[src/nco_pkg.sv]
/*
  constants shared by the numerically controlled oscillator: widths, lane count,
  register offsets, field positions and reset values.
  assumes it is compiled before every other file of the block.
*/
package nco_pkg;

  // ----------------------------------------------------------------
  // datapath widths
  // ----------------------------------------------------------------
  localparam int ACCUMULATOR_BITS = 32;   // allowed 4 .. 32
  localparam int LOOKUP_ANGLE_BITS = 10;  // allowed 4 .. 16
  localparam int SAMPLES_PER_CLOCK = 4;   // allowed 1 .. 16
  localparam int SAMPLE_BITS = 16;        // allowed 4 .. 32

  // quarter-wave table: two angle bits select the quadrant
  localparam int QUARTER_BITS = LOOKUP_ANGLE_BITS - 2;
  localparam int QUARTER_DEPTH = 1 << QUARTER_BITS;
  localparam longint FULL_SCALE = (64'sd1 <<< (SAMPLE_BITS - 1)) - 64'sd1;
  localparam longint HALF_PI_Q30 = 64'sd1686629713;  // pi/2 in 2.30 fixed point
  localparam int Q_FRAC = 30;

  typedef logic [SAMPLE_BITS-1:0] nco_rom_t [0:QUARTER_DEPTH-1];

  // least spacing between phase-step changes in multi-sample mode
  localparam int STEP_GAP = SAMPLES_PER_CLOCK / 2 + 1;
  localparam logic [4:0] STEP_GAP_CNT = 5'(STEP_GAP);

  // ----------------------------------------------------------------
  // register map (byte addresses)
  // ----------------------------------------------------------------
  localparam logic [7:0] CTRL_OFFSET = 8'h00;
  localparam logic [7:0] STEP_OFFSET = 8'h04;
  localparam logic [7:0] SHIFT_OFFSET = 8'h08;
  localparam logic [7:0] STATUS_OFFSET = 8'h0c;
  localparam logic [7:0] PHASE_OFFSET = 8'h10;

  localparam int CTRL_ENABLE_BIT = 0;
  localparam int CTRL_RESTART_BIT = 1;
  localparam int STATUS_CLOSE_BIT = 0;   // sticky, write one to clear
  localparam int STATUS_RUN_BIT = 1;     // read only

  localparam logic CTRL_ENABLE_RESET = 1'b1;
  localparam logic [ACCUMULATOR_BITS-1:0] INITIAL_PHASE_STEP = 32'h0100_0000;
  localparam logic [ACCUMULATOR_BITS-1:0] INITIAL_PHASE_SHIFT = 32'h0000_0000;

endpackage

[src/nco_sincos_lookup.sv]
/*
  one lane of the sine/cosine lookup: a quarter-wave constant table addressed
  directly by the angle, with quadrant folding and a registered signed output.
  assumes the angle is a register on the same clock; load advances the output.
*/
`timescale 1ns/100ps
module nco_sincos_lookup (
  input wire logic pclk,
  input wire logic presetn,
  input wire logic load,
  input wire logic [nco_pkg::LOOKUP_ANGLE_BITS-1:0] angle,
  output logic signed [nco_pkg::SAMPLE_BITS-1:0] cos_out,
  output logic signed [nco_pkg::SAMPLE_BITS-1:0] sin_out
);

  // ----------------------------------------------------------------
  // table build
  // ----------------------------------------------------------------
  // sampled at half-step centres so both quadrant halves mirror exactly
  function automatic nco_pkg::nco_rom_t nco_build();
    nco_pkg::nco_rom_t r;
    longint x;
    longint x2;
    longint t;
    longint s;
    longint v;
    for (int k = 0; k < nco_pkg::QUARTER_DEPTH; k++) begin
      x = (longint'(2 * k + 1) * nco_pkg::HALF_PI_Q30) / longint'(2 * nco_pkg::QUARTER_DEPTH);
      x2 = (x * x) >>> nco_pkg::Q_FRAC;
      t = x;
      s = x;
      t = -((t * x2) >>> nco_pkg::Q_FRAC) / 6;
      s = s + t;
      t = -((t * x2) >>> nco_pkg::Q_FRAC) / 20;
      s = s + t;
      t = -((t * x2) >>> nco_pkg::Q_FRAC) / 42;
      s = s + t;
      t = -((t * x2) >>> nco_pkg::Q_FRAC) / 72;
      s = s + t;
      v = (s * nco_pkg::FULL_SCALE + (64'sd1 <<< (nco_pkg::Q_FRAC - 1))) >>> nco_pkg::Q_FRAC;
      if (v > nco_pkg::FULL_SCALE) begin
        v = nco_pkg::FULL_SCALE;
      end
      r[k] = nco_pkg::SAMPLE_BITS'(v);
    end
    return r;
  endfunction

  localparam nco_pkg::nco_rom_t QUARTER_TABLE = nco_build();

  // ----------------------------------------------------------------
  // quadrant folding
  // ----------------------------------------------------------------
  // direct angle address
  wire [nco_pkg::QUARTER_BITS-1:0] idx_fwd = angle[nco_pkg::QUARTER_BITS-1:0];
  wire [nco_pkg::QUARTER_BITS-1:0] idx_rev = ~angle[nco_pkg::QUARTER_BITS-1:0];
  wire quad_lo = angle[nco_pkg::LOOKUP_ANGLE_BITS-2];
  wire quad_hi = angle[nco_pkg::LOOKUP_ANGLE_BITS-1];
  wire [nco_pkg::SAMPLE_BITS-1:0] sin_mag = quad_lo ? QUARTER_TABLE[idx_rev] : QUARTER_TABLE[idx_fwd];
  wire [nco_pkg::SAMPLE_BITS-1:0] cos_mag = quad_lo ? QUARTER_TABLE[idx_fwd] : QUARTER_TABLE[idx_rev];
  // cosine is the sine one quadrant ahead
  wire sin_neg = quad_hi;
  wire cos_neg = quad_hi ^ quad_lo;
  // amplitude is full scale, the largest positive code
  wire [nco_pkg::SAMPLE_BITS-1:0] sin_next = sin_neg ? (~sin_mag + 1'b1) : sin_mag;
  wire [nco_pkg::SAMPLE_BITS-1:0] cos_next = cos_neg ? (~cos_mag + 1'b1) : cos_mag;

  // output register, held while the stream stalls
  always_ff @(posedge pclk or negedge presetn) begin
    if (!presetn) begin
      cos_out <= '0;
      sin_out <= '0;
    end else if (load) begin
      cos_out <= signed'(cos_next);
      sin_out <= signed'(sin_next);
    end
  end

endmodule

[src/nco_top.sv]
/*
  numerically controlled oscillator: phase accumulator, phase shift, several
  sine/cosine lanes per clock and an apb register file.
  assumes an apb master on pclk and a downstream sink with valid/ready.
*/
// Overview of operation
// several parallel samples every clock cycle
// step changes need spacing of N cycles
// accumulator width sets frequency resolution
// lookup addressed directly by angle bits
// outputs are signed words of parameter width
// phase advances by step per sample
// shift added to phase before lookup
// outputs scale cos and sin to full scale
// accumulator wraps; starts from initial values
`timescale 1ns/100ps
module nco_top #(
  parameter logic [nco_pkg::ACCUMULATOR_BITS-1:0] initial_phase_step = nco_pkg::INITIAL_PHASE_STEP,
  parameter logic [nco_pkg::ACCUMULATOR_BITS-1:0] initial_phase_shift = nco_pkg::INITIAL_PHASE_SHIFT
) (
  input wire logic pclk,
  input wire logic presetn,
  input wire logic psel,
  input wire logic penable,
  input wire logic pwrite,
  input wire logic [7:0] paddr,
  input wire logic [31:0] pwdata,
  output logic [31:0] prdata,
  output logic pready,
  output logic pslverr,
  output logic sample_valid,
  input wire logic sample_ready,
  output logic [nco_pkg::SAMPLES_PER_CLOCK*nco_pkg::SAMPLE_BITS-1:0] cos_samples,
  output logic [nco_pkg::SAMPLES_PER_CLOCK*nco_pkg::SAMPLE_BITS-1:0] sin_samples
);

  localparam int AW = nco_pkg::ACCUMULATOR_BITS;
  localparam int LW = nco_pkg::LOOKUP_ANGLE_BITS;
  localparam int SPC = nco_pkg::SAMPLES_PER_CLOCK;

  // ----------------------------------------------------------------
  // state
  // ----------------------------------------------------------------
  logic enable_reg;
  logic [AW-1:0] step_reg;
  logic [AW-1:0] shift_reg;
  logic [AW-1:0] acc_reg;
  logic close_reg;
  logic [4:0] gap_reg;
  logic stepped_reg;
  logic lane_valid_reg;
  logic out_valid_reg;
  logic [LW-1:0] angle_reg [0:SPC-1];
  logic [31:0] prdata_reg;

  // ----------------------------------------------------------------
  // apb decode
  // ----------------------------------------------------------------
  // zero wait states: every access completes in its first access cycle
  wire setup_cycle = psel && !penable;
  wire access_cycle = psel && penable;
  wire hit_ctrl = (paddr == nco_pkg::CTRL_OFFSET);
  wire hit_step = (paddr == nco_pkg::STEP_OFFSET);
  wire hit_shift = (paddr == nco_pkg::SHIFT_OFFSET);
  wire hit_status = (paddr == nco_pkg::STATUS_OFFSET);
  wire hit_phase = (paddr == nco_pkg::PHASE_OFFSET);
  wire hit_any = hit_ctrl || hit_step || hit_shift || hit_status || hit_phase;
  wire wr_ok = access_cycle && pwrite && hit_any;
  wire wr_ctrl = wr_ok && hit_ctrl;
  wire wr_step = wr_ok && hit_step;
  wire wr_shift = wr_ok && hit_shift;
  wire wr_status = wr_ok && hit_status;
  wire restart = wr_ctrl && pwdata[nco_pkg::CTRL_RESTART_BIT];

  assign pready = 1'b1;
  assign pslverr = access_cycle && !hit_any;
  assign prdata = prdata_reg;

  // read mux; unmapped addresses read as zero
  wire [31:0] ctrl_view = {{31{1'b0}}, enable_reg};
  wire [31:0] status_view = {{30{1'b0}}, out_valid_reg, close_reg};
  wire [31:0] read_next = hit_ctrl ? ctrl_view :
                          hit_step ? 32'(step_reg) :
                          hit_shift ? 32'(shift_reg) :
                          hit_status ? status_view :
                          hit_phase ? 32'(acc_reg) : 32'h0000_0000;

  // read data is captured in the setup cycle so it is a register at access
  always_ff @(posedge pclk or negedge presetn) begin
    if (!presetn) begin
      prdata_reg <= 32'h0000_0000;
    end else if (setup_cycle) begin
      prdata_reg <= read_next;
    end
  end

  // ----------------------------------------------------------------
  // control registers
  // ----------------------------------------------------------------
  // start from the configured step and shift
  always_ff @(posedge pclk or negedge presetn) begin
    if (!presetn) begin
      enable_reg <= nco_pkg::CTRL_ENABLE_RESET;
      step_reg <= initial_phase_step;
      shift_reg <= initial_phase_shift;
    end else begin
      if (wr_ctrl) begin
        enable_reg <= pwdata[nco_pkg::CTRL_ENABLE_BIT];
      end
      if (wr_step) begin
        step_reg <= pwdata[AW-1:0];
      end
      if (wr_shift) begin
        shift_reg <= pwdata[AW-1:0];
      end
    end
  end

  // ----------------------------------------------------------------
  // step spacing watch
  // ----------------------------------------------------------------
  // flag step writes closer than the gap
  wire too_close = wr_step && stepped_reg && (gap_reg < nco_pkg::STEP_GAP_CNT);
  wire close_clear = wr_status && pwdata[nco_pkg::STATUS_CLOSE_BIT];
  wire [4:0] gap_next = wr_step ? 5'h01 :
                        (gap_reg < nco_pkg::STEP_GAP_CNT) ? gap_reg + 5'h01 : gap_reg;

  // a violation in the clearing cycle still sets the flag
  always_ff @(posedge pclk or negedge presetn) begin
    if (!presetn) begin
      gap_reg <= 5'h00;
      stepped_reg <= 1'b0;
      close_reg <= 1'b0;
    end else begin
      gap_reg <= gap_next;
      stepped_reg <= stepped_reg || wr_step;
      close_reg <= too_close || (close_reg && !close_clear);
    end
  end

  // ----------------------------------------------------------------
  // phase accumulator and lane angles
  // ----------------------------------------------------------------
  // the pipeline only moves when the sink can take the held group
  wire advance = !out_valid_reg || sample_ready;
  // wrap modulo the accumulator width
  wire [AW-1:0] group_step = AW'(step_reg * SPC);
  wire [AW-1:0] acc_next = restart ? {AW{1'b0}} :
                           (advance && enable_reg) ? acc_reg + group_step : acc_reg;

  // modular accumulator with restart
  always_ff @(posedge pclk or negedge presetn) begin
    if (!presetn) begin
      acc_reg <= '0;
    end else begin
      acc_reg <= acc_next;
    end
  end

  // lane k sits k steps past the group base, so one step value serves the whole
  // group and a step change takes effect on a group boundary without a glitch
  genvar k;
  generate
    for (k = 0; k < SPC; k++) begin : g_lane
      // lane phase k steps ahead
      wire [AW-1:0] lane_offset = AW'(step_reg * k);
      // shift added before lookup
      wire [AW-1:0] lane_phase = acc_reg + lane_offset + shift_reg;

      always_ff @(posedge pclk or negedge presetn) begin
        if (!presetn) begin
          angle_reg[k] <= '0;
        end else if (advance) begin
          angle_reg[k] <= lane_phase[AW-1 -: LW];
        end
      end

      // signed lane words
      nco_sincos_lookup u_lookup (
        .pclk(pclk),
        .presetn(presetn),
        .load(advance),
        .angle(angle_reg[k]),
        .cos_out(cos_samples[k*nco_pkg::SAMPLE_BITS +: nco_pkg::SAMPLE_BITS]),
        .sin_out(sin_samples[k*nco_pkg::SAMPLE_BITS +: nco_pkg::SAMPLE_BITS])
      );
    end
  endgenerate

  // ----------------------------------------------------------------
  // stream valid tracking
  // ----------------------------------------------------------------
  // one whole group per accepted cycle
  always_ff @(posedge pclk or negedge presetn) begin
    if (!presetn) begin
      lane_valid_reg <= 1'b0;
      out_valid_reg <= 1'b0;
    end else if (advance) begin
      lane_valid_reg <= enable_reg && !restart;
      out_valid_reg <= lane_valid_reg;
    end
  end

  assign sample_valid = out_valid_reg;

endmodule

[config.mk]
export PLATFORM = sky130hd
export DESIGN_NAME = nco_top
export DESIGN_NICKNAME = d
export VERILOG_FILES = /design/src/nco_pkg.sv /design/src/nco_sincos_lookup.sv /design/src/nco_top.sv
export SDC_FILE = /design/constraint.sdc
export NUM_CORES = 2
export LEC_CHECK = 0
export BUFFER_PORTS_ARGS = -buffer_cell sky130_fd_sc_hd__buf_2
export CAP_MARGIN = 25
export CORE_ASPECT_RATIO = 0.9
export CORE_MARGIN = 2
export CORE_UTILIZATION = 30
export CTS_CLUSTER_DIAMETER = 200
export DETAILED_ROUTE_END_ITERATION = 8
export SLEW_MARGIN = 20
export SYNTH_ARGS = -nofsm -noshare
export SYNTH_HDL_FRONTEND = slang
export SYNTH_SLANG_ARGS = --single-unit
[constraint.sdc]
create_clock -name pclk -period 14.08 [get_ports pclk]
set_input_delay 2.816 -clock pclk [delete_from_list [all_inputs] [get_ports pclk]]
set_output_delay 2.816 -clock pclk [all_outputs]
set_load 0.03 [all_outputs]
After elaboration in Yosys (flattened, before gate mapping)
Memory sizes are Yosys's and may differ from the RTL's.
Index checks and enable logic that the tools add are counted.
Operators by class
  $add $sub $neg: 17
  $mul: 1
  divide/modulo/power cells: 0
  $lt $le $gt $ge: 9
  equality and inequality tests: 4
  shift-type cells: 0
  multiplexer cells: 41
  bitwise logic cells: 24
  reduce and logical (&&, ||, !) cells: 31
Operators with widths (number)
  $mux W16: 32
  $add A32 B32 Y32: 8
  $mux W32: 7
  $add A16 B1 Y16 const B: 8
  $not A16 Y16: 8
  $ge A9 B9 Y1 const B: 8
  $not A8 Y9: 8
  $mul A32 B2 Y32 const B: 1
  $not A8 Y8: 4
  $eq A8 B4 Y1 const B: 2
  $logic_and A1 B1 Y1: 16
  $mux W5: 2
  $eq A8 B3 Y1 const B: 1
  $eq A8 B5 Y1 const B: 1
  $logic_not A8 Y1: 1
  $logic_or A1 B1 Y1: 7
  $add A5 B1 Y5 const B: 1
  $logic_not A1 Y1: 5
  $lt A5 B2 Y1 const B: 1
  $reduce_bool A2 Y1: 2
  $xor A1 B1 Y1: 4
Word-level totals
  register bits after elaboration: 306
  latch bits: 0
  memory bits (writable): 0
  ROM bits: 32768
  output and inout bits: 163
  word-level logic and storage cells: 157
  memories: 8
Memories
  (no name shown): depth 256, width 16, rd ports 1, clocked after Yosys merged registers in 0, wr ports 0, RTL line nco_sincos_lookup.sv:59  | wire [nco_pkg::SAMPLE_BITS-1:0] sin_mag = quad_lo ? QUARTER_TABLE[idx_rev] : QUARTER_TABLE[idx_fwd];
  (no name shown): depth 256, width 16, rd ports 1, clocked after Yosys merged registers in 0, wr ports 0, RTL line nco_sincos_lookup.sv:59
  (no name shown): depth 256, width 16, rd ports 1, clocked after Yosys merged registers in 0, wr ports 0, RTL line nco_sincos_lookup.sv:59
  (no name shown): depth 256, width 16, rd ports 1, clocked after Yosys merged registers in 0, wr ports 0, RTL line nco_sincos_lookup.sv:59
  (no name shown): depth 256, width 16, rd ports 1, clocked after Yosys merged registers in 0, wr ports 0, RTL line nco_sincos_lookup.sv:59
  (no name shown): depth 256, width 16, rd ports 1, clocked after Yosys merged registers in 0, wr ports 0, RTL line nco_sincos_lookup.sv:59
  2 more memories

Depth between registers and ports, before layout
  depth after elaboration: 11
  mapped depth: 20

By module
From an unflattened synthesis, not the netlist that was laid out.
Second synthesis, totals
  cells, all modules: 7356
  area total of the unflattened synthesis: 54777.5 um^2
By module, submodules not included
  nco_top: times used 1, cells an instance 1551, area each 14759.2 um^2, seq. area each 4406.7 um^2
  nco_sincos_lookup at g_lane[0].u_lookup: times used 1, cells an instance 1439, area each 10174.8 um^2, seq. area each 800.8 um^2
  nco_sincos_lookup at g_lane[2].u_lookup: times used 1, cells an instance 1477, area each 10083.4 um^2, seq. area each 800.8 um^2
  nco_sincos_lookup at g_lane[3].u_lookup: times used 1, cells an instance 1440, area each 10038.4 um^2, seq. area each 800.8 um^2
  nco_sincos_lookup at g_lane[1].u_lookup: times used 1, cells an instance 1449, area each 9721.8 um^2, seq. area each 800.8 um^2

Worst setup path before layout
No wires, ideal clock.
  path kind: input to output
  from: in paddr[0]
  to: out pslverr
  data arrival time: 4.261 ns
  path slack: 7.003 ns
  stages: 4
  path through: or4_1 nor3_1 clkbuf_1 and4b_1
On the way
  word-level cells in the longest chain between the ends: 7
Ends and longest elaborated chain
  start, declared: RTL line nco_top.sv:26  | input wire logic [7:0] paddr,
  $eq A8 B3 Y1 / $logic_not A8 Y1 (equally long branches): RTL line nco_top.sv:63, nco_top.sv:62
  $logic_or A1 B1 Y1 (3 in series): RTL line nco_top.sv:67  | wire hit_any = hit_ctrl || hit_step || hit_shift || hit_status || hit_phase;
  $logic_or A1 B1 Y1 *: RTL line nco_top.sv:67
  $logic_not A1 Y1 *: RTL line nco_top.sv:76  | assign pslverr = access_cycle && !hit_any;
  $logic_and A1 B1 Y1 *: RTL line nco_top.sv:76
  end, declared: RTL line nco_top.sv:30  | output logic pslverr,
Every way passes the cells marked *; elsewhere a longest branch is shown, timed or not.

Worst setup path in the final report
Ends and elaborated chain as after synthesis.

==> key figures <==
Job
  • Number of max-capacitance violations reported: 0

Layout
  • Leading cell type in the layout, fill and taps excluded: sky130_fd_sc_hd__nand2_1
  • Growth of design area from synthesis to finish: 8.035%
  • Footprint of the multi-input gates: 42040 um2
  • Sequential standard cell area: 7664 um2
  • Non-filler cells in the finished layout: 9539
  • Post-route cell area: 58330 um2
  • Number of fill cells in the layout: 19280
  • Final net count: 7550
  • Leading cell types in the layout, fill and taps excluded: 594 x sky130_fd_sc_hd__nand2_1, 584 x sky130_fd_sc_hd__o21ai_0, 539 x sky130_fd_sc_hd__a21oi_1
  • Layout cell share with drive strength beyond 1: 0.1258

Yosys
  • Most instantiated flip-flop cell in the synthesis netlist: sky130_fd_sc_hd__dfrtp_1
  • Largest family of logic cells by synthesized area: compound AO/OA/AOI/OAI gates
  • Synth Area in Adders: 0.1100
  • Fraction of synthesis flops using an asynchronous set or reset pin: 1.000
  • Simple-gate share of the synthesized area: 0.2271
  • EDFF count, synth: 0
  • Post-synthesis instance area: 53990 um2
  • Total number of yosys warnings: 0
  • Xor/xnor cell area share of the yosys netlist: 0.02677
  • Post-synthesis sequential element count: 304
  • Synthesized area divided by synthesized cell count: 7.321 um2
  • Mux cell area share after synthesis: 0.05622
  • Post-synthesis instance total: 7374
  • Sequential share of the synthesized area: 0.1410
  • Number of distinct library cells after synthesis: 105
  • Share of the synthesized area in compound gates (AO/OA/AOI/OAI): 0.3563
  • Synthesized netlist net count: 7817

Worst hold path
  • Hold Path Class: flop to flop
  • Hold_sp: lane_valid_reg

Clock network
  • Worst-case clock buffer depth: 3
  • TritonCTS Sinks: 304
  • CTS H-tree lvls: 2
  • Quantity of hold-fixing buffers added after cts: 0
  • Clk Tree Root Cell: sky130_fd_sc_hd__clkbuf_16
  • Number of gates given a new drive strength after cts: 0
  • Skew-Pair Late Insertion Delay: 0.66 ns
  • Number of clock buffers inserted by TritonCTS: 41
  • Clock tree from TritonCTS: built
  • Buffers inserted during post-CTS setup optimization: 0
  • Clock input transition at the sequential cells of the worst setup and hold paths: 0.06 ns

Setup path
  • Arrival time at the worst endpoint: 4.54 ns
  • Crit path launch type: input port
  • Launch instance of the worst register-to-register path: angle_reg[30]
  • Worst setup startpoint: paddr[0]
  • Worst path required time: 11.26 ns
  • Largest fanout on the critical path: 31
  • CP Capture Type: output port
  • Startpoint-to-endpoint class of the critical path: input port to output port

Drt
  • Aggregate routed wire length: 361.3 mm
  • Detail-routed net length per standard cell: 37.88 um
  • Detailed-route via count: 66360
  • Detailed Route Iter0 Violations: 11540
  • Number of nets with antenna violations after routing: 0
  • Drt via density: 6.957
  • Router iterations before antenna repair: 9
  • DRC violation count after routing: 0

Floorplanning
  • Number of primary I/O pins: 209
  • Standard-cell row count: 147
  • Total die area: 183400 um2
  • Starting utilization of the core area: 0.3023
  • X dimension of the die: 451.2 um
  • Vert. Die Dim: 406.5 um
  • Placeable core region: 178600 um2

Placement
  • Placement Cell Area: 56860 um2
  • Placer Congestion: 1.092
  • HPWL after detailed placement: 260.6 mm
  • Cell count after placement: 9443
  • Port Buf Inserts: 207

GRT
  • Antenna violations before repair: 26
  • Global routing usage summed across all routing layers: 0.3747
  • GRT Residual Overflow: 0
  • Global-route wire length before repair: 498.4 mm
  • Largest net degree at the start of global routing: 146
  • Vias in the first global route: 61590

Timing
  • Remaining max-slew budget at the tightest pin: 0.1788
  • Worst-Margin Slew: 1.229 ns
  • Time the final worst path needs with I/O delays and setup: 7.354 ns
  • Number of pins with negative max-slew slack in the final report: 0
  • Setup clock skew after layout: 0.04410 ns
  • Unrepaired setup endpoints after global routing: no
  • Fin. Hold Viols: 0
  • Setup TNS: 0 ns
  • Final clock period utilization by the worst path: 0.5223
  • Highest achievable clock rate: 136.0 MHz
  • WHS: 0.4591 ns
  • Endpoints failing setup: 0

Status
  • Run status: finished clean
## cells in the mapped netlist (37+ instances only)
cell type	number	area, um2
sky130_fd_sc_hd__buf_1	75	281.5
sky130_fd_sc_hd__mux2_2	94	1059
sky130_fd_sc_hd__o211ai_1	146	1096
sky130_fd_sc_hd__mux4_2	49	1104
sky130_fd_sc_hd__xnor2_1	94	823.3
sky130_fd_sc_hd__and2_1	69	431.7
sky130_fd_sc_hd__or3_1	50	312.8
sky130_fd_sc_hd__a221oi_1	50	437.9
sky130_fd_sc_hd__inv_1	247	927.1
sky130_fd_sc_hd__xor2_1	71	621.9
sky130_fd_sc_hd__nand3_1	212	1061
sky130_fd_sc_hd__nor3b_1	45	337.8
sky130_fd_sc_hd__o311a_1	37	370.4
sky130_fd_sc_hd__nor3_1	240	1201
sky130_fd_sc_hd__nand4_1	54	337.8
sky130_fd_sc_hd__a2111oi_0	44	385.4
sky130_fd_sc_hd__buf_2	262	1311
sky130_fd_sc_hd__nand2b_1	223	1395
sky130_fd_sc_hd__nor2b_1	187	1170
sky130_fd_sc_hd__a21oi_1	539	2698
sky130_fd_sc_hd__o21ai_0	584	2923
sky130_fd_sc_hd__clkbuf_1	425	1595
sky130_fd_sc_hd__a211oi_1	147	1104
sky130_fd_sc_hd__a311oi_1	95	832.1
sky130_fd_sc_hd__o311ai_0	112	980.9
sky130_fd_sc_hd__dfrtp_1	302	7557
sky130_fd_sc_hd__and3_1	40	250.2
sky130_fd_sc_hd__a31oi_1	145	907.1
sky130_fd_sc_hd__nand2_1	594	2230
sky130_fd_sc_hd__a311o_1	37	370.4
sky130_fd_sc_hd__nor4_1	40	250.2
sky130_fd_sc_hd__a22oi_1	40	300.3
sky130_fd_sc_hd__fa_1	128	2562
sky130_fd_sc_hd__a21o_1	60	450.4
sky130_fd_sc_hd__o21a_1	41	307.8
sky130_fd_sc_hd__o221ai_1	60	525.5
sky130_fd_sc_hd__or2_2	61	381.6
sky130_fd_sc_hd__ha_1	269	3366
sky130_fd_sc_hd__nor2_1	507	1903
sky130_fd_sc_hd__mux2i_1	85	850.8
sky130_fd_sc_hd__o22ai_1	65	406.6
sky130_fd_sc_hd__o31ai_1	107	803.3
sky130_fd_sc_hd__o2111ai_1	39	341.6
## through the flow
stage                       util  worst slack [ns]
final                     0.3266             6.726
after global routing      0.3264             6.698
after CTS                 0.3261             6.719
after detailed placement  0.3184             6.721
after global placement    0.3179             6.636
after floorplan                -             7.003
## cells by family (layout without fill, tap and decap cells)
logic type      after synthesis  count (layout)
mux                         230             230
other cells                   1              16
buf+inv                    1057             823
compound gates             2780            2780
fa+ha+maj                   398             398
simple gates               2439            2439
xor+xnor                    165             165
flops                       304             304
## worst max-delay path, cell delays in order
cell and delay (ns):
sky130_fd_sc_hd__buf_2 0.09, sky130_fd_sc_hd__or4_1 0.57, sky130_fd_sc_hd__nor3_2 0.20, sky130_fd_sc_hd__buf_4 0.43, sky130_fd_sc_hd__and4b_1 0.25, sky130_fd_sc_hd__buf_2 0.17
## routing by layer
layer	GRT usage	share of wire	vias to the layer above	routed length, um
li1	-	-	27340	-
met1	0.4978	0.40	32820	145800
met2	0.5326	0.41	5065	146500
met3	0.1198	0.12	1120	44730
met4	0.2078	0.067	16	24170
met5	0	0.00039	-	141
## path summary, 6_finish.rpt
path                       depth (start not counted)                             end  slack (ns)
min in group asynchronous                          1                    step_reg[12]        2.17
max reg2reg                                       16  g_lane[0].u_lookup.sin_out[10]        7.28
max                                                6                         pslverr        6.73
min                                                1                    sample_valid        0.46
min reg2reg                                        1                    sample_valid        0.46
max in group asynchronous                          3   g_lane[0].u_lookup.sin_out[7]       10.04
## layout make-up
cell class,count,share of cell area
clock inverters,23,0.004891
diodes,15,0.0006436
clock buffers,53,0.01871
repair buffers,491,0.05597
inverters,256,0.01652
flip-flops and latches,304,0.1314
multi-input cells,6013,0.7207
well taps,2384,0.05114
Power is not shown: default switching activity piles up to over one toggle a cycle in this logic, so the estimate is an artifact.
